==> src/hdl/seqstat_params.svh <==
// constants for the target sequence status and synchronous offset block
// assumes inclusion by the design file only
`ifndef SEQSTAT_PARAMS_SVH
`define SEQSTAT_PARAMS_SVH
`define ADDR_FIFO_STEP    12'h01c
`define ADDR_CTRL         12'h020
`define ADDR_STATUS       12'h024
`define ADDR_CONFIG2      12'h028
`define CFG2_SCSI2_BIT    3
`define CTRL_TEST_BIT     0
`define CTRL_SOFTRST_BIT  1
`define OFFSET_RESET      4'h0
`define OFFSET_MAX        4'hf
`define OFFSET_MSB        3
`define FIFO_TEST_BIT     5
`define IRQ_DISC_BIT      5
`define IRQ_ATN_BIT       4
`define IRQ_SVC_BIT       3
`define IRQ_SEL_ATN_BIT   1
`define IRQ_SEL_BIT       0
`define STEP_0            3'h0
`define STEP_1            3'h1
`define STEP_2            3'h2
`define STEP_4            3'h4
`define STEP_5            3'h5
`define STEP_6            3'h6
`define MSG_BYTES_SCSI2   2'h3
`define FIFO_COUNT_W      5
`endif

==> src/hdl/seqstat_pkg.sv <==
// types for the target sequence status and synchronous offset block
// assumes seqstat_params.svh for numeric constants
package seqstat_pkg;
	typedef enum logic [3:0] {
		SEL_ATN       = 4'h0,
		RECV_CMD      = 4'h1,
		DISCONNECT    = 4'h2,
		TERMINATE     = 4'h3,
		CMD_COMPLETE  = 4'h4
	} seq_kind_e;

	// what the sequencer saw when it stopped
	typedef struct packed {
		logic      parity_err;
		logic      invalid_id;
		logic      atn;
		logic [1:0] msg_bytes;
		logic      cmd_phase;
		logic      done;
	} seq_end_s;

	typedef enum logic [2:0] {
		ST_IDLE   = 3'b001,
		ST_REPORT = 3'b010,
		ST_HOLD   = 3'b100
	} fsm_e;

	typedef struct packed {
		fsm_e       fsm;
		logic [2:0] step;
		logic [7:0] irq;
		logic       irq_valid;
		logic       bus_free;
		logic [3:0] offset;
		logic [3:0] outstanding;
		logic       test_mode;
		logic [7:0] config2;
		logic [7:0] rdata;
		logic       ack_out;
	} state_s;
endpackage

==> src/hdl/seqstat_core.sv <==
// target sequence end reporting, fifo status read and synchronous offset
// assumes a single 125 MHz pclk; scsi-side inputs are already synchronised
// Notes on behaviour
// - scsi-2 select with atn, parity or bad identify on byte one: step 0, bit 1
// - scsi-2 select with atn, parity on byte two or three: step 4, bit 1
// - atn still high after third message byte: step 4, bits 4 and 1
// - parity in command phase after three bytes: step 5, bit 1, bit 4 if atn
// - three bytes and full command block received: step 6, bit 1 only
// - receive command parity error: step 1, bit 3, bit 4 if atn
// - receive command complete: step 2, bit 3, bit 4 if atn
// - disconnect with atn: step 0 or 1 by bytes sent, bits 4 and 3
// - disconnect complete: bus freed, step 2, bits 5 and 3
// - terminate or command complete with atn: step 0 or 1, bits 4 and 3
// - terminate complete: bus freed, step 2, bits 5 and 3
// - command complete done: step 2, bit 3 only, no disconnect
// - fifo status read returns byte count in low five bits
// - normal mode: top three bits of fifo status mirror sequence step
// - test mode: bit 5 shows outstanding count below the offset (room left to send)
// - offset low four bits: zero async, nonzero synchronous
// - nonzero offset caps outstanding unacknowledged synchronous bytes
// - sending pauses at offset, then one byte per acknowledge
// - receiving: one acknowledge per byte leaving fifo; offset max 15
// - hard and soft chip reset clear offset; scsi reset leaves it
// - config2 scsi-2 bit enables three-byte message exchange
// - scsi-2 clear, atn held after first byte: step 0, bits 4 and 1
//
// Added by the designer: register access over APB.
`timescale 1ns/1ps
`include "seqstat_params.svh"
module seqstat_core
	import seqstat_pkg::*;
(
	// apb slave
	input  wire logic        pclk,
	input  wire logic        presetn,
	input  wire logic        psel,
	input  wire logic        penable,
	input  wire logic        pwrite,
	input  wire logic [11:0] paddr,
	input  wire logic [31:0] pwdata,
	output logic      [31:0] prdata,
	output logic             pready,
	output logic             pslverr,
	// sequencer end report
	input  wire logic        seq_end_valid,
	input  wire seq_kind_e   seq_kind,
	input  wire seq_end_s    seq_end,
	input  wire logic        scsi_bus_reset,
	// fifo and data phase
	input  wire logic [4:0]  fifo_byte_count,
	input  wire logic        sync_byte_sent,
	input  wire logic        sync_ack_rcvd,
	input  wire logic        rx_fifo_pop,
	input  wire logic        sending,
	// results
	output logic [2:0]       seq_step,
	output logic [7:0]       irq_bits,
	output logic             irq_valid,
	output logic             bus_free,
	output logic             sync_mode,
	output logic             send_allowed,
	output logic             rx_ack,
	output logic             scsi2_enable
);
	state_s     q, d;
	logic       wr_en;
	logic       rd_en;
	logic       soft_rst;

	// interrupt byte from a list of bit flags; several bits can be set
	function automatic logic [7:0] irq_of(input logic disc, input logic atn,
		input logic svc, input logic sel_atn);
		logic [7:0] r;
		r = 8'h00;
		r[`IRQ_DISC_BIT]    = disc;
		r[`IRQ_ATN_BIT]     = atn;
		r[`IRQ_SVC_BIT]     = svc;
		r[`IRQ_SEL_ATN_BIT] = sel_atn;
		return r;
	endfunction

	assign wr_en    = psel && penable && pwrite;
	assign rd_en    = psel && !penable && !pwrite;
	assign soft_rst = wr_en && (paddr == `ADDR_CTRL) && pwdata[`CTRL_SOFTRST_BIT];

	always_comb begin
		d = q;
		d.ack_out = 1'b0;
		if (soft_rst) begin
			d.offset      = `OFFSET_RESET;
			d.outstanding = 4'h0;
			d.test_mode   = 1'b0;
			d.config2     = 8'h00;
			d.step        = `STEP_0;
			d.irq         = 8'h00;
			d.irq_valid   = 1'b0;
			d.bus_free    = 1'b0;
			d.fsm         = ST_IDLE;
		end else begin
			// scsi bus reset intentionally leaves the offset alone
			if (scsi_bus_reset)
				d.bus_free = 1'b1;
			if (wr_en) begin
				unique case (paddr)
					`ADDR_FIFO_STEP: begin
						d.offset = pwdata[`OFFSET_MSB:0];
					end
					`ADDR_CTRL: begin
						// test mode is sticky until a chip reset
						d.test_mode = q.test_mode | pwdata[`CTRL_TEST_BIT];
					end
					`ADDR_CONFIG2: begin
						d.config2 = pwdata[7:0];
					end
					default: begin
					end
				endcase
			end
			// counter follows sends and acknowledges; both in one cycle cancel
			if (q.offset != `OFFSET_RESET && sending) begin
				if (sync_byte_sent && !sync_ack_rcvd && q.outstanding < q.offset)
					d.outstanding = q.outstanding + 4'h1;
				else if (!sync_byte_sent && sync_ack_rcvd && q.outstanding != 4'h0)
					d.outstanding = q.outstanding - 4'h1;
			end else begin
				d.outstanding = 4'h0;
			end
			// in synchronous mode the receiving side acknowledges each byte leaving the fifo
			if (q.offset != `OFFSET_RESET && !sending && rx_fifo_pop)
				d.ack_out = 1'b1;
			unique case (q.fsm)
				ST_IDLE: begin
					if (seq_end_valid)
						d.fsm = ST_REPORT;
				end
				ST_REPORT: d.fsm = ST_HOLD;
				ST_HOLD:   d.fsm = ST_IDLE;
				default:   d.fsm = ST_IDLE;
			endcase
			if (seq_end_valid) begin
				d.irq_valid = 1'b1;
				d.bus_free  = 1'b0;
				unique case (seq_kind)
					SEL_ATN: begin
						if (!q.config2[`CFG2_SCSI2_BIT]) begin
							d.step = `STEP_0;
							d.irq  = irq_of(1'b0, seq_end.atn, 1'b0, 1'b1);
						end else if (seq_end.msg_bytes <= 2'h1 &&
							(seq_end.parity_err || seq_end.invalid_id)) begin
							d.step = `STEP_0;
							d.irq  = irq_of(1'b0, 1'b0, 1'b0, 1'b1);
						end else if (!seq_end.cmd_phase && seq_end.parity_err) begin
							d.step = `STEP_4;
							d.irq  = irq_of(1'b0, 1'b0, 1'b0, 1'b1);
						end else if (!seq_end.cmd_phase) begin
							d.step = `STEP_4;
							d.irq  = irq_of(1'b0, 1'b1, 1'b0, 1'b1);
						end else if (seq_end.parity_err) begin
							d.step = `STEP_5;
							d.irq  = irq_of(1'b0, seq_end.atn, 1'b0, 1'b1);
						end else begin
							d.step = `STEP_6;
							d.irq  = irq_of(1'b0, 1'b0, 1'b0, 1'b1);
						end
					end
					RECV_CMD: begin
						d.step = seq_end.parity_err ? `STEP_1 : `STEP_2;
						d.irq  = irq_of(1'b0, seq_end.atn, 1'b1, 1'b0);
					end
					DISCONNECT, TERMINATE: begin
						if (seq_end.done) begin
							d.step     = `STEP_2;
							d.irq      = irq_of(1'b1, 1'b0, 1'b1, 1'b0);
							d.bus_free = 1'b1;
						end else begin
							d.step = (seq_end.msg_bytes >= 2'h2 && seq_kind == DISCONNECT) ||
								(seq_end.msg_bytes >= 2'h1 && seq_kind == TERMINATE) ?
								`STEP_1 : `STEP_0;
							d.irq  = irq_of(1'b0, 1'b1, 1'b1, 1'b0);
						end
					end
					CMD_COMPLETE: begin
						if (seq_end.done) begin
							d.step = `STEP_2;
							d.irq  = irq_of(1'b0, 1'b0, 1'b1, 1'b0);
						end else begin
							d.step = seq_end.msg_bytes >= 2'h1 ? `STEP_1 : `STEP_0;
							d.irq  = irq_of(1'b0, 1'b1, 1'b1, 1'b0);
						end
					end
					default: begin
					end
				endcase
			end
		end
		// read data captured in the setup cycle
		if (rd_en) begin
			unique case (paddr)
				`ADDR_FIFO_STEP: begin
					// count may be unstable mid transfer
					d.rdata = {q.step, fifo_byte_count};
					if (q.test_mode)
						d.rdata[`FIFO_TEST_BIT] = (q.outstanding != q.offset);
				end
				`ADDR_STATUS:  d.rdata = q.irq;
				`ADDR_CONFIG2: d.rdata = q.config2;
				`ADDR_CTRL:    d.rdata = {7'h00, q.test_mode};
				default:       d.rdata = 8'h00;
			endcase
		end
	end

	always_ff @(posedge pclk or negedge presetn) begin
		if (!presetn) begin
			q.fsm         <= ST_IDLE;
			q.step        <= `STEP_0;
			q.irq         <= 8'h00;
			q.irq_valid   <= 1'b0;
			q.bus_free    <= 1'b0;
			q.offset      <= `OFFSET_RESET;
			q.outstanding <= 4'h0;
			q.test_mode   <= 1'b0;
			q.config2     <= 8'h00;
			q.rdata       <= 8'h00;
			q.ack_out     <= 1'b0;
		end else begin
			q <= d;
		end
	end

	assign prdata       = {24'h000000, q.rdata};
	assign pready       = 1'b1;
	assign pslverr      = 1'b0;
	assign seq_step     = q.step;
	assign irq_bits     = q.irq;
	assign irq_valid    = q.irq_valid;
	assign bus_free     = q.bus_free;
	assign sync_mode    = (q.offset != `OFFSET_RESET);
	// pause when outstanding reaches the offset
	assign send_allowed = !sync_mode || (q.outstanding < q.offset);
	assign rx_ack       = q.ack_out;
	assign scsi2_enable = q.config2[`CFG2_SCSI2_BIT];

	property p_offset_cap;
		@(posedge pclk) disable iff (!presetn)
		sync_mode |-> (q.outstanding <= q.offset);
	endproperty
	a_offset_cap: assert property (p_offset_cap) else $error("outstanding over offset");

	property p_disc_done;
		@(posedge pclk) disable iff (!presetn)
		(seq_end_valid && !soft_rst && seq_kind == DISCONNECT && seq_end.done)
		|=> (seq_step == `STEP_2 && irq_bits == 8'h28 && bus_free);
	endproperty
	a_disc_done: assert property (p_disc_done) else $error("disconnect end wrong");

	property p_cc_done;
		@(posedge pclk) disable iff (!presetn)
		(seq_end_valid && !soft_rst && seq_kind == CMD_COMPLETE && seq_end.done)
		|=> (seq_step == `STEP_2 && irq_bits == 8'h08 && !bus_free);
	endproperty
	a_cc_done: assert property (p_cc_done) else $error("command complete end wrong");

	property p_rx_ack;
		@(posedge pclk) disable iff (!presetn)
		(sync_mode && !sending && rx_fifo_pop && !soft_rst) |=> rx_ack;
	endproperty
	a_rx_ack: assert property (p_rx_ack) else $error("missing receive acknowledge");

	property p_soft_clear;
		@(posedge pclk) disable iff (!presetn)
		soft_rst |=> !sync_mode;
	endproperty
	a_soft_clear: assert property (p_soft_clear) else $error("offset not cleared");

	property p_async_zero;
		@(posedge pclk) disable iff (!presetn)
		!sync_mode |-> (send_allowed ##1 (q.outstanding == 4'h0));
	endproperty
	a_async_zero: assert property (p_async_zero) else $error("async transfer blocked");

	property p_sel_done;
		@(posedge pclk) disable iff (!presetn)
		(seq_end_valid && !soft_rst && seq_kind == SEL_ATN && scsi2_enable &&
		 seq_end.cmd_phase && !seq_end.parity_err && seq_end.msg_bytes == 2'h3)
		|=> (seq_step == `STEP_6 && irq_bits == 8'h02);
	endproperty
	a_sel_done: assert property (p_sel_done) else $error("selection end wrong");

	property p_rcv_par;
		@(posedge pclk) disable iff (!presetn)
		(seq_end_valid && !soft_rst && seq_kind == RECV_CMD && seq_end.parity_err)
		|=> (seq_step == `STEP_1 && irq_bits[`IRQ_SVC_BIT] && !irq_bits[`IRQ_SEL_ATN_BIT]);
	endproperty
	a_rcv_par: assert property (p_rcv_par) else $error("receive parity end wrong");

	// scsi-2 selection stops; the enable is the registered config2 copy
	property p_sel_first;
		@(posedge pclk) disable iff (!presetn)
		(seq_end_valid && !soft_rst && seq_kind == SEL_ATN && scsi2_enable &&
		 seq_end.msg_bytes <= 2'h1 && (seq_end.parity_err || seq_end.invalid_id))
		|=> (seq_step == `STEP_0 && irq_bits == 8'h02);
	endproperty
	a_sel_first: assert property (p_sel_first) else $error("first byte stop wrong");

	property p_sel_msg_par;
		@(posedge pclk) disable iff (!presetn)
		(seq_end_valid && !soft_rst && seq_kind == SEL_ATN && scsi2_enable &&
		 !seq_end.cmd_phase && seq_end.parity_err && seq_end.msg_bytes >= 2'h2)
		|=> (seq_step == `STEP_4 && irq_bits == 8'h02);
	endproperty
	a_sel_msg_par: assert property (p_sel_msg_par) else $error("msg parity stop wrong");

	property p_sel_atn_held;
		@(posedge pclk) disable iff (!presetn)
		(seq_end_valid && !soft_rst && seq_kind == SEL_ATN && scsi2_enable &&
		 !seq_end.cmd_phase && !seq_end.parity_err && seq_end.atn &&
		 seq_end.msg_bytes == 2'h3)
		|=> (seq_step == `STEP_4 && irq_bits == 8'h12);
	endproperty
	a_sel_atn_held: assert property (p_sel_atn_held) else $error("atn held stop wrong");

	property p_sel_cmd_par;
		@(posedge pclk) disable iff (!presetn)
		(seq_end_valid && !soft_rst && seq_kind == SEL_ATN && scsi2_enable &&
		 seq_end.cmd_phase && seq_end.parity_err && seq_end.msg_bytes == 2'h3)
		|=> (seq_step == `STEP_5 && irq_bits == {3'h0, $past(seq_end.atn), 4'h2});
	endproperty
	a_sel_cmd_par: assert property (p_sel_cmd_par) else $error("cmd parity stop wrong");

	property p_sel_one_byte;
		@(posedge pclk) disable iff (!presetn)
		(seq_end_valid && !soft_rst && seq_kind == SEL_ATN && !scsi2_enable && seq_end.atn)
		|=> (seq_step == `STEP_0 && irq_bits == 8'h12);
	endproperty
	a_sel_one_byte: assert property (p_sel_one_byte) else $error("one byte stop wrong");

	property p_rcv_done;
		@(posedge pclk) disable iff (!presetn)
		(seq_end_valid && !soft_rst && seq_kind == RECV_CMD && !seq_end.parity_err)
		|=> (seq_step == `STEP_2 && irq_bits == {3'h0, $past(seq_end.atn), 4'h8});
	endproperty
	a_rcv_done: assert property (p_rcv_done) else $error("receive complete wrong");

	// stopped by the partner's atn: the step tells how many bytes went out
	property p_disc_atn;
		@(posedge pclk) disable iff (!presetn)
		(seq_end_valid && !soft_rst && seq_kind == DISCONNECT && !seq_end.done)
		|=> (irq_bits == 8'h18 &&
		     seq_step == ($past(seq_end.msg_bytes) >= 2'h2 ? `STEP_1 : `STEP_0));
	endproperty
	a_disc_atn: assert property (p_disc_atn) else $error("disconnect atn stop wrong");

	property p_term_atn;
		@(posedge pclk) disable iff (!presetn)
		(seq_end_valid && !soft_rst && !seq_end.done &&
		 (seq_kind == TERMINATE || seq_kind == CMD_COMPLETE))
		|=> (irq_bits == 8'h18 &&
		     seq_step == ($past(seq_end.msg_bytes) >= 2'h1 ? `STEP_1 : `STEP_0));
	endproperty
	a_term_atn: assert property (p_term_atn) else $error("status atn stop wrong");

	// an acknowledge with no byte sent in the same cycle always frees room for at least one more byte
	property p_ack_resume;
		@(posedge pclk) disable iff (!presetn)
		(sync_mode && sending && sync_ack_rcvd && !sync_byte_sent && !wr_en && !soft_rst)
		|=> send_allowed;
	endproperty
	a_ack_resume: assert property (p_ack_resume) else $error("no send after ack");

	property p_count_up;
		@(posedge pclk) disable iff (!presetn)
		(sync_mode && sending && send_allowed && sync_byte_sent && !sync_ack_rcvd &&
		 !wr_en && !soft_rst)
		|=> (q.outstanding == $past(q.outstanding) + 4'h1);
	endproperty
	a_count_up: assert property (p_count_up) else $error("byte not counted");

	property p_fifo_read;
		@(posedge pclk) disable iff (!presetn)
		(rd_en && paddr == `ADDR_FIFO_STEP && !q.test_mode)
		|=> (prdata[7:0] == {$past(seq_step), $past(fifo_byte_count)});
	endproperty
	a_fifo_read: assert property (p_fifo_read) else $error("fifo status read wrong");

	// the test flag is room left to send, not the raw count
	property p_test_flag;
		@(posedge pclk) disable iff (!presetn)
		(rd_en && paddr == `ADDR_FIFO_STEP && q.test_mode)
		|=> (prdata[`FIFO_TEST_BIT] == $past(sync_mode && send_allowed));
	endproperty
	a_test_flag: assert property (p_test_flag) else $error("test flag wrong");
endmodule // seqstat_core

==> config.mk <==
export PLATFORM = sky130hd
export DESIGN_NAME = seqstat_core
export DESIGN_NICKNAME = d
export VERILOG_FILES = /design/src/hdl/seqstat_pkg.sv /design/src/hdl/seqstat_core.sv
export VERILOG_INCLUDE_DIRS = /design/src /design/src/hdl
export SDC_FILE = /design/constraint.sdc
export NUM_CORES = 1
export LEC_CHECK = 0
export BUFFER_PORTS_ARGS = -buffer_cell sky130_fd_sc_hd__buf_2
export CAP_MARGIN = 10
export CORE_MARGIN = 2
export CORE_UTILIZATION = 46
export CTS_CLUSTER_SIZE = 40
export DETAILED_ROUTE_END_ITERATION = 7
export PLACE_DENSITY = 0.81
export SYNTH_ARGS = -nofsm -noshare
export SYNTH_HDL_FRONTEND = slang
export SYNTH_SLANG_ARGS = --single-unit
==> constraint.sdc <==
create_clock -name pclk -period 3.11 [get_ports pclk]
set_input_delay 0.622 -clock pclk [delete_from_list [all_inputs] [get_ports pclk]]
set_output_delay 0.622 -clock pclk [all_outputs]
set_load 0.02 [all_outputs]
==> results.ini, run 1 <==
[worst_setup_path]
startpoint_type = flip-flop
end_kind = flip-flop
crit_path_top_delay_cell = a2111oi_0
path_common_cell = ha_1
cp.buffers_inverters = 0
critPathMaxFanout = 4
cp_top_family = compound AO/OA/AOI/OAI gates
timing.reg2reg.setup_slack_ns = 0.42
cpPeakStageDelay_ns = 0.43
arrival_ns = 2.86
crit_required_ns = 3.28
worstSetupPathType = reg2reg
cp_cell_sequence = ha_1 -> nor2b_1 -> o211ai_1 -> nand2_1 -> ha_1 -> a21o_1 -> a2111oi_0 -> a31oi_1 -> xor2_1 -> nor2_1

[synthesis]
yosys_register_bits = 35
syn_area_um2 = 2430
synth_area_per_cell_um2 = 8.86
netlist_instances = 274
synth_compound_area_share_pct = 13.7
synth.area.mux_share_pct = 5.36
synth-simple-area-share_pct = 22.2
seq_area_frac_synth_pct = 36.1
synthAdderAreaFrac_pct = 3.92
yosysTopAreaCell = dfrtp_1
async_flop_share_pct = 100
synthTopCellsByArea = dfrtp_1 (36%), buf_4 (14%), nor2_1 (6.3%), mux2i_1 (5.4%), ha_1 (3.1%)
yosys_most_used_dff = dfrtp_1
synth.lib_cells_used.distinct = 52
synth_edf_count = 0
ys_warn_count = 0
synthXorXnorAreaFrac_pct = 1.08
synth_top_cell_area_share_pct = 36.1
synth_top_family_by_area = simple AND/OR/NAND/NOR gates

[timing]
timing.final.hold_violations = 0
fmax_mhz = 371
relSlewSlack_pct = 48.3
setup_tns_ns = 0
rsz0062_at_grt = no
clock_skew_ns = 0.0157
setup_viol_count_final = 0
slew_violations = 0
fin_crit_ns = 2.69
finalCritPeriodShare_pct = 86.6
worst_pin_slew_ns = 0.775
setup_slack_ns = 0.418

[clock_network]
clock_sinks = 35
cts_tree = yes
cts-root-buf = clkbuf_8
htreeDepth = 2
cts_buffer_depth = 2
ctsHoldBuffers = 0
cts_buffers = 5
insertion_delay_ns = 0.29
post-cts-setup-buffers = 0
path_clk_slew_ns = 0.08
post_cts_resized = 0

[routing]
drt_iter0_markers = 104
ant_nets = 0
dr.pass1.iters = 4
wirelength_um = 5120
viasPerCell = 5.12
route.detailed.drc = 0
wl_per_cell_um = 13.0
vias = 2022

[pwr]
seqPwrFrac_pct = 49.8
p_sw_share_pct = 29.9
power.switching_uw = 289
p_leak_nw = 1.42
p_int_uw = 678
p_comb_share_pct = 17.3
clkPwrFrac_pct = 32.9
powerDensity_nw_per_um2 = 362
ir_worst_vdd_uv = 346

[placement]
preCtsSetupSlack_ns = 0.517
finalWeightedCongestion = 0.849
port-buffer-count = 67
place_hpwl_um = 4040
place_inst = 387

[final_layout]
final_common_cell = buf_2
layout.cells.non_filler = 395
fillCellCount = 493
ff_latch_area_um2 = 876
final_core_util_pct = 52.3
multi_input_area_um2 = 1240
drive_gt1_share_pct = 25.2
diodes = 0
areaGrowthSynthToFinish_pct = 10.1
final_net_count = 402
final_cell_mix = buf_2 (67), nor2_1 (41), dfrtp_1 (35), conb_1 (30), nand2_1 (16)

[global_route]
antenna_found_initial = 0
grt_pass1_vias = 1857
grt_max_degree = 36
gr-usage-all-layers_pct = 17.3
grt_pass1_wl_um = 8270
grt_overflow = 0

[die]
die_x_um = 76.6
coreArea_um2 = 5110
dieArea_um2 = 5870
start_util_pct = 47.5
placementRows = 26
ios = 122
die_height_um = 76.6

[hold_path]
holdCritPathClass = in2async

[flow_run]
maxCapViolations = 0

[status]
outcome = complete, no violations

==> path summary, 6_finish.rpt <==
path	endpoint	depth (start not counted)	start
max in group asynchronous	q[11]	1	presetn
worst max register to register	q[21]	10	q[19]
worst min register to register	prdata[5]	2	prdata[5]
worst min-delay path	prdata[5]	1	presetn
worst max-delay path	q[21]	10	q[19]
min in group pclk	prdata[5]	2	prdata[5]
==> area by class of cell <==
class	instances	area share, %
Clock buffer	6	2.72
Clock inverter	2	0.468
Inverter	12	1.69
Multi-Input combinational cell	202	46.3
Sequential cell	35	32.8
Tap cell	70	3.28
Timing Repair Buffer	68	12.8
==> per-stage QoR <==
step	hold WS (ns)	power [mW]	cell area [um2]
floorplan	0.326	0.630	2530
global placement	0.457	0.653	2590
detailed placement	0.466	0.657	2590
CTS	0.435	0.976	2670
global route	0.469	1.01	2670
finish	0.398	0.967	2670
==> per-layer routing <==
layer / routed length [um] / share of wire [%] / GRT usage [%]
met5: 0 / 0 / 0
met4: 55 / 1.1 / 5.45
met3: 347 / 6.8 / 4.50
met2: 2450 / 48 / 29.5
met1: 2270 / 44 / 21.5
==> logic make-up (layout without fill, tap and decap cells) <==
group,count (synthesis),in the layout
compound gates,47,47
xor+xnor,3,3
fa+ha+maj,7,7
buf+inv,65,88
flops,35,35
mux,13,13
other cells,2,30
simple gates,102,102
==> worst reg2reg max path: stages, from the launching register on <==
cell and delay [ns]:
dfrtp_1 0.42, ha_1 0.32, nor2b_1 0.13, o211ai_1 0.30
nand2_1 0.17, ha_1 0.32, a21o_1 0.17, a2111oi_0 0.43
a31oi_1 0.11, xor2_1 0.16, nor2_1 0.05
==> power by group through the flow <==
stage	sequential (mW)	combinational (mW)	clock (mW)
floorplan	0.486	0.144	0
global placement	0.490	0.163	0
detailed placement	0.490	0.167	0
CTS	0.482	0.168	0.326
global route	0.484	0.182	0.343
finish	0.481	0.167	0.319
==> state kept, by name, indices dropped and copies added (netlist names) <==
signal	count
bus_free	1
irq_bits	4
irq_valid	1
prdata	8
q	16
rx_ack	1
scsi2_enable	1
seq_step	3
==> synth_stat cells (4+ instances only) <==
cell,count
a21o_1,5
a21oi_1,9
a22o_1,4
buf_4,46
clkbuf_1,4
dfrtp_1,35
ha_1,6
inv_1,12
mux2i_1,13
nand2_1,16
nand2b_1,4
nor2_1,41
nor2b_1,7
nor3_1,9
Power figures use the tool's default switching activity.
==> run 2: changes to the inputs <==
--- a/config.mk
+++ b/config.mk
@@ -13,6 +13,7 @@
 export CTS_CLUSTER_SIZE = 40
 export DETAILED_ROUTE_END_ITERATION = 7
 export PLACE_DENSITY = 0.81
+export RECOVER_POWER = 25
 export SYNTH_ARGS = -nofsm -noshare
 export SYNTH_HDL_FRONTEND = slang
 export SYNTH_SLANG_ARGS = --single-unit
==> run 2 against run 1 <==
  * Utilization is essentially flat
  * Flip-flop and latch count is the same
  * Sequential share of layout area is essentially flat
  * Power is essentially flat
  * Critical path type unchanged
  * Highest routed layer unchanged
  * Cell count is the same
  * Routed wire length is essentially flat
  * The flow now finishes with violations (max-capacitance violations, max-slew violations)
  * Cell area is essentially flat
  * Count of clock-buffer cells in the layout is the same
  * Register-to-register slack is essentially flat
==> results.ini, run 2 (same netlist as run 1, synthesis figures left out) <==
[final_layout]
final_common_cell = buf_2
diodes = 0  ; unchanged
largest_reg_flops = 16  ; unchanged
ff_latch_area_um2 = 876  ; unchanged
drive_gt1_share_pct = 24.9  ; -0.31 points
areaGrowthSynthToFinish_pct = 10.1  ; about the same
multi_input_area_um2 = 1240  ; unchanged
fillCellCount = 494  ; +0.20%
final_cell_mix = buf_2 (66), nor2_1 (41), dfrtp_1 (35), conb_1 (30), nand2_1 (16)
final_net_count = 402  ; unchanged
top_register = q

[global_route]
grt_max_degree = 36  ; unchanged
grt_overflow = 0  ; unchanged
grt_pass1_vias = 1857  ; unchanged
grt_pass1_wl_um = 8270  ; unchanged
antenna_found_initial = 0  ; unchanged
gr-usage-all-layers_pct = 17.3  ; unchanged

[clock_network]
cts_buffer_depth = 2  ; unchanged
path_clk_slew_ns = 0.07  ; about the same
post-cts-setup-buffers = 0  ; unchanged
cts_tree = yes
insertion_delay_ns = 0.29  ; about the same
post_cts_resized = 0  ; unchanged
clock_sinks = 35  ; unchanged
cts-root-buf = clkbuf_8
ctsHoldBuffers = 0  ; unchanged
htreeDepth = 2  ; unchanged
cts_buffers = 5  ; unchanged

[routing]
viasPerCell = 5.10  ; -0.30%
vias = 2016  ; -0.30%
ant_nets = 0  ; unchanged
route.detailed.drc = 0  ; unchanged
wirelength_um = 5120  ; about the same
wl_per_cell_um = 13.0  ; about the same
dr.pass1.iters = 4  ; unchanged
drt_iter0_markers = 104  ; unchanged

[timing]
fin_crit_ns = 2.69  ; unchanged
slew_violations = 36  ; +36
setup_slack_ns = 0.418  ; unchanged
timing.final.hold_violations = 0  ; unchanged
setup_tns_ns = 0  ; unchanged
clock_skew_ns = 0.0160  ; +0.000270 ns
finalCritPeriodShare_pct = 86.6  ; unchanged
setup_viol_count_final = 0  ; unchanged
worst_pin_slew_ns = 1.86  ; +1.09 ns
fmax_mhz = 371  ; unchanged
relSlewSlack_pct = -24.2  ; -73 points
rsz0062_at_grt = no

[hold_path]
holdCritPathClass = reg2reg

[worst_setup_path]
worstSetupPathType = reg2reg
end_kind = flip-flop
path_common_cell = ha_1
critPathMaxFanout = 4  ; unchanged
crit_required_ns = 3.28  ; about the same
cpPeakStageDelay_ns = 0.43  ; about the same
crit_path_top_delay_cell = a2111oi_0
startpoint_type = flip-flop
cp_cell_sequence = ha_1 -> nor2b_1 -> o211ai_1 -> nand2_1 -> ha_1 -> a21o_1 -> a2111oi_0 -> a31oi_1 -> xor2_1 -> nor2_1
arrival_ns = 2.86  ; about the same

[die]
die_height_um = 76.6  ; unchanged
ios = 122  ; unchanged
coreArea_um2 = 5110  ; unchanged
die_x_um = 76.6  ; unchanged
dieArea_um2 = 5870  ; unchanged
start_util_pct = 47.5  ; unchanged
placementRows = 26  ; unchanged

[pwr]
seqPwrFrac_pct = 49.8  ; about the same
clkPwrFrac_pct = 33.0  ; about the same
p_sw_share_pct = 29.9  ; about the same
powerDensity_nw_per_um2 = 362  ; about the same
ir_worst_vdd_uv = 346  ; about the same
power.switching_uw = 290  ; about the same
p_int_uw = 678  ; about the same
p_comb_share_pct = 17.3  ; about the same
power_uw = 967  ; about the same
p_leak_nw = 1.42  ; -0.19%

[status]
violations = max-capacitance violations, max-slew violations
outcome = complete, but fails checks

[flow_run]
maxCapViolations = 1  ; +1

[placement]
place_hpwl_um = 4040  ; unchanged
port-buffer-count = 67  ; unchanged
preCtsSetupSlack_ns = 0.517  ; unchanged
finalWeightedCongestion = 0.849  ; unchanged

-- run 2: layout make-up --
cell class	instances	share of cell area, %
tap	70	3.28
inverter	12	1.69
multi-input combinational	202	46.3
clock buffer	6	2.72
sequential	35	32.8
clock inverter	2	0.468
timing repair buffer	68	12.8
-- run 2: critical path, delay by kind of cell (launching register included) --
kind                       cells  cell delay (ns)
and+or+nand+nor                3             0.35
DFF                            1             0.42
adders and majority gates      2             0.64
xor gates and xnor gates       1             0.16
AOI/OAI and AO/OA              4             1.01
-- run 2: stage by stage --
step           hold WS, ns  instance area, um2  instances  util (%)
2_1_floorplan        0.326                2530        302         -
3_3_place_gp         0.457                2590        387      50.7
3_5_place_dp         0.466                2590        387      50.7
4_1_cts              0.435                2670        395      52.3
5_1_grt              0.507                2670        395      52.3
6_report             0.483                2670        395      52.3
-- run 2: per-layer routing --
layer / vias up / wire length, um / global-route usage, %
met3: 7 / 338 / 4.50
met4: 0 / 55 / 5.45
met1: 951 / 2270 / 21.5
met2: 77 / 2450 / 29.5
met5: - / 0 / 0
li1: 981 / - / -
-- run 2: power groups by stage --
stage / registers [mW] / logic, mW / clock network (mW)
floorplan: 0.486 / 0.144 / 0
global placement: 0.490 / 0.163 / 0
detailed placement: 0.490 / 0.167 / 0
CTS: 0.482 / 0.168 / 0.326
global route: 0.484 / 0.182 / 0.343
finish: 0.481 / 0.167 / 0.319
-- run 2: path summary, 6_finish.rpt --
kind | from | endpoint | slack [ns] | cells after the start
setup / recovery | q[19] | q[21] | 0.42 | 10
hold / removal | q[16] | prdata[7] | 0.48 | 1
setup reg to reg | q[19] | q[21] | 0.42 | 10
hold reg to reg | q[16] | prdata[7] | 0.48 | 1
max in group asynchronous | presetn | q[11] | 1.19 | 1
min in group asynchronous | presetn | prdata[5] | 0.83 | 1
==> run 3: changes to the inputs <==
--- a/config.mk
+++ b/config.mk
@@ -9,10 +9,10 @@
 export BUFFER_PORTS_ARGS = -buffer_cell sky130_fd_sc_hd__buf_2
 export CAP_MARGIN = 10
 export CORE_MARGIN = 2
-export CORE_UTILIZATION = 46
+export CORE_UTILIZATION = 40
 export CTS_CLUSTER_SIZE = 40
 export DETAILED_ROUTE_END_ITERATION = 7
-export PLACE_DENSITY = 0.81
+export PLACE_DENSITY = 0.72
 export RECOVER_POWER = 25
 export SYNTH_ARGS = -nofsm -noshare
 export SYNTH_HDL_FRONTEND = slang
==> run 3 against run 2 <==
  * The run still ends with max-capacitance violations, max-slew violations left
  * Cell count grew 1.3%
  * Combinational power is essentially flat
  * Register-to-register slack lost 0.03 ns
  * First-iteration DRC count shrank 31%
  * Via count shrank 0.45%
  * Non-clock buffer count is the same
  * Sequential power is essentially flat
  * Count of clock-buffer cells in the layout is the same
  * Utilization shrank 6.8 points
  * Flip-flop and latch count is the same
  * Worst setup slack lost 0.033 ns
==> results.ini, run 3 (same netlist as run 1, synthesis figures left out) <==
[timing]
rsz0062_at_grt = no
relSlewSlack_pct = -24.3  ; -0.077 points
slew_violations = 36  ; unchanged
timing.final.hold_violations = 0  ; unchanged
clock_skew_ns = 0.00826  ; -0.00770 ns
setup_tns_ns = 0  ; unchanged
fmax_mhz = 367  ; -1.2%
fin_crit_ns = 2.73  ; +0.0332 ns
finalCritPeriodShare_pct = 87.6  ; +1.1 points
whs_ns = 0.479  ; -0.00389 ns
setup_viol_count_final = 0  ; unchanged
worst_pin_slew_ns = 1.86  ; +0.00115 ns

[final_layout]
largest_reg_flops = 16  ; unchanged
diodes = 0  ; unchanged
final_area_um2 = 2680  ; +0.23%
final_cell_mix = buf_2 (66), nor2_1 (41), dfrtp_1 (35), conb_1 (30), nand2_1 (16)
areaGrowthSynthToFinish_pct = 10.3
top_register = q
final_common_cell = buf_2
final_net_count = 402  ; unchanged
drive_gt1_share_pct = 24.9  ; unchanged

[placement]
port-buffer-count = 67  ; unchanged
post_dp_cell_area_um2 = 2590  ; +0.24%
finalWeightedCongestion = 0.846  ; -0.37%
place_hpwl_um = 4240  ; +4.9%

[routing]
dr.max_layer_used = met4
met3_length_um = 362  ; +7.1%
wl_met1_um = 2360  ; +3.9%
vias = 2007  ; -0.45%
viasPerCell = 5.02  ; -1.7%
ant_nets = 0  ; unchanged
wirelength_um = 5400  ; +5.5%
drt_iter0_markers = 72  ; -31%
wl_met2_um = 2630  ; +7.3%
wl_per_cell_um = 13.5  ; +4.2%
route.detailed.drc = 0  ; unchanged
dr.pass1.iters = 4  ; unchanged

[die]
placementRows = 28  ; +7.7%
start_util_pct = 41.2  ; -6.3 points
die_height_um = 81.9  ; +6.9%
dieArea_um2 = 6710  ; +14%
ios = 122  ; unchanged
coreArea_um2 = 5890  ; +15%
die_x_um = 81.9  ; +6.9%

[hold_path]
holdCritPathClass = reg2reg
min_from = prdata[5]
min_to = prdata[5]
hold_depth = 2  ; +1

[global_route]
gr-usage-all-layers_pct = 16.4  ; -0.94 points
grt_pass1_wl_um = 8420  ; +1.9%
grt_pass1_vias = 1828  ; -1.6%
antenna_found_initial = 0  ; unchanged
grt_max_degree = 36  ; unchanged
grt_overflow = 0  ; unchanged

[clock_network]
insertion_delay_ns = 0.29  ; about the same
htreeDepth = 2  ; unchanged
ctsHoldBuffers = 0  ; unchanged
path_clk_slew_ns = 0.08  ; about the same
post_cts_resized = 0  ; unchanged
cts_buffer_depth = 2  ; unchanged
cts-root-buf = clkbuf_8
cts_tree = yes
clock_sinks = 35  ; unchanged
post-cts-setup-buffers = 0  ; unchanged
cts_buffers = 5  ; unchanged

[status]
violations = max-capacitance violations, max-slew violations
outcome = complete, but fails checks

[pwr]
powerDensity_nw_per_um2 = 363  ; +0.11%
p_leak_nw = 1.42  ; unchanged
ir_worst_vdd_uv = 277  ; -20%

[worst_setup_path]
r2r_start = q[19]
r2r_end = q[21]
startpoint_type = flip-flop
reg2reg_depth = 10  ; unchanged
arrival_ns = 2.90  ; +0.04 ns
worstSetupPathType = reg2reg
crit_required_ns = 3.28  ; about the same
timing.reg2reg.setup_slack_ns = 0.38  ; -0.03 ns
end_kind = flip-flop
critPathMaxFanout = 4  ; unchanged

[flow_run]
maxCapViolations = 1  ; unchanged

## run 3: cell counts in the layout (fill, tap and decap cells not counted)
Identical to the previous run, type by type.
## run 3: how the worst max path moves through the flow
stage                     start    end  slack, ns  cells past startpoint
final                     q[19]  q[21]       0.38                     10
after global routing      q[25]  q[21]       0.28                     11
after CTS                 q[19]  q[21]       0.45                     10
after detailed placement  q[19]  q[21]       0.48                     10
after global placement    q[19]  q[21]       0.55                     10
after floorplan           q[19]  q[21]       0.73                     10
## run 3: layout make-up
| type | count | area (um2) |
|---|---|---|
| Fill cell | 591 | 3210 |
| Multi-Input combinational cell | 202 | 1240 |
| Sequential cell | 35 | 876 |
| Timing Repair Buffer | 68 | 342 |
| Tap cell | 75 | 93.8 |
| Clock buffer | 6 | 72.6 |
| Inverter | 12 | 45.0 |
| Clock inverter | 2 | 12.5 |
## run 3: per-layer routing
metal / GRT usage [%] / up-vias
met3: 4.95 / 4
met2: 28.0 / 67
met1: 20.1 / 957
met4: 4.33 / 0
met5: 0 / -
li1: - / 979
## run 3: critical path: stages (launching register included)
cell       delay [ns]
dfrtp_1          0.43
ha_1             0.32
nor2b_1          0.13
o211ai_1         0.32
nand2_1          0.17
ha_1             0.31
a21o_1           0.18
a2111oi_0        0.45
a31oi_1          0.10
xor2_1           0.16
nor2_1           0.05
## run 3: stage by stage
stage | instances | setup slack [ns] | power (mW) | utilization, %
2_1_floorplan | 302 | 0.731 | 0.630 | -
3_3_place_gp | 392 | 0.550 | 0.655 | 44.1
3_5_place_dp | 392 | 0.478 | 0.658 | 44.1
4_1_cts | 400 | 0.449 | 0.984 | 45.5
5_1_grt | 400 | 0.280 | 1.02 | 45.5
6_report | 400 | 0.384 | 0.971 | 45.5
## run 3: power by group
group / switching, mW / internal [mW]
logic: 0.114 / 0.0531
clock network: 0.165 / 0.156
registers: 0.0144 / 0.468
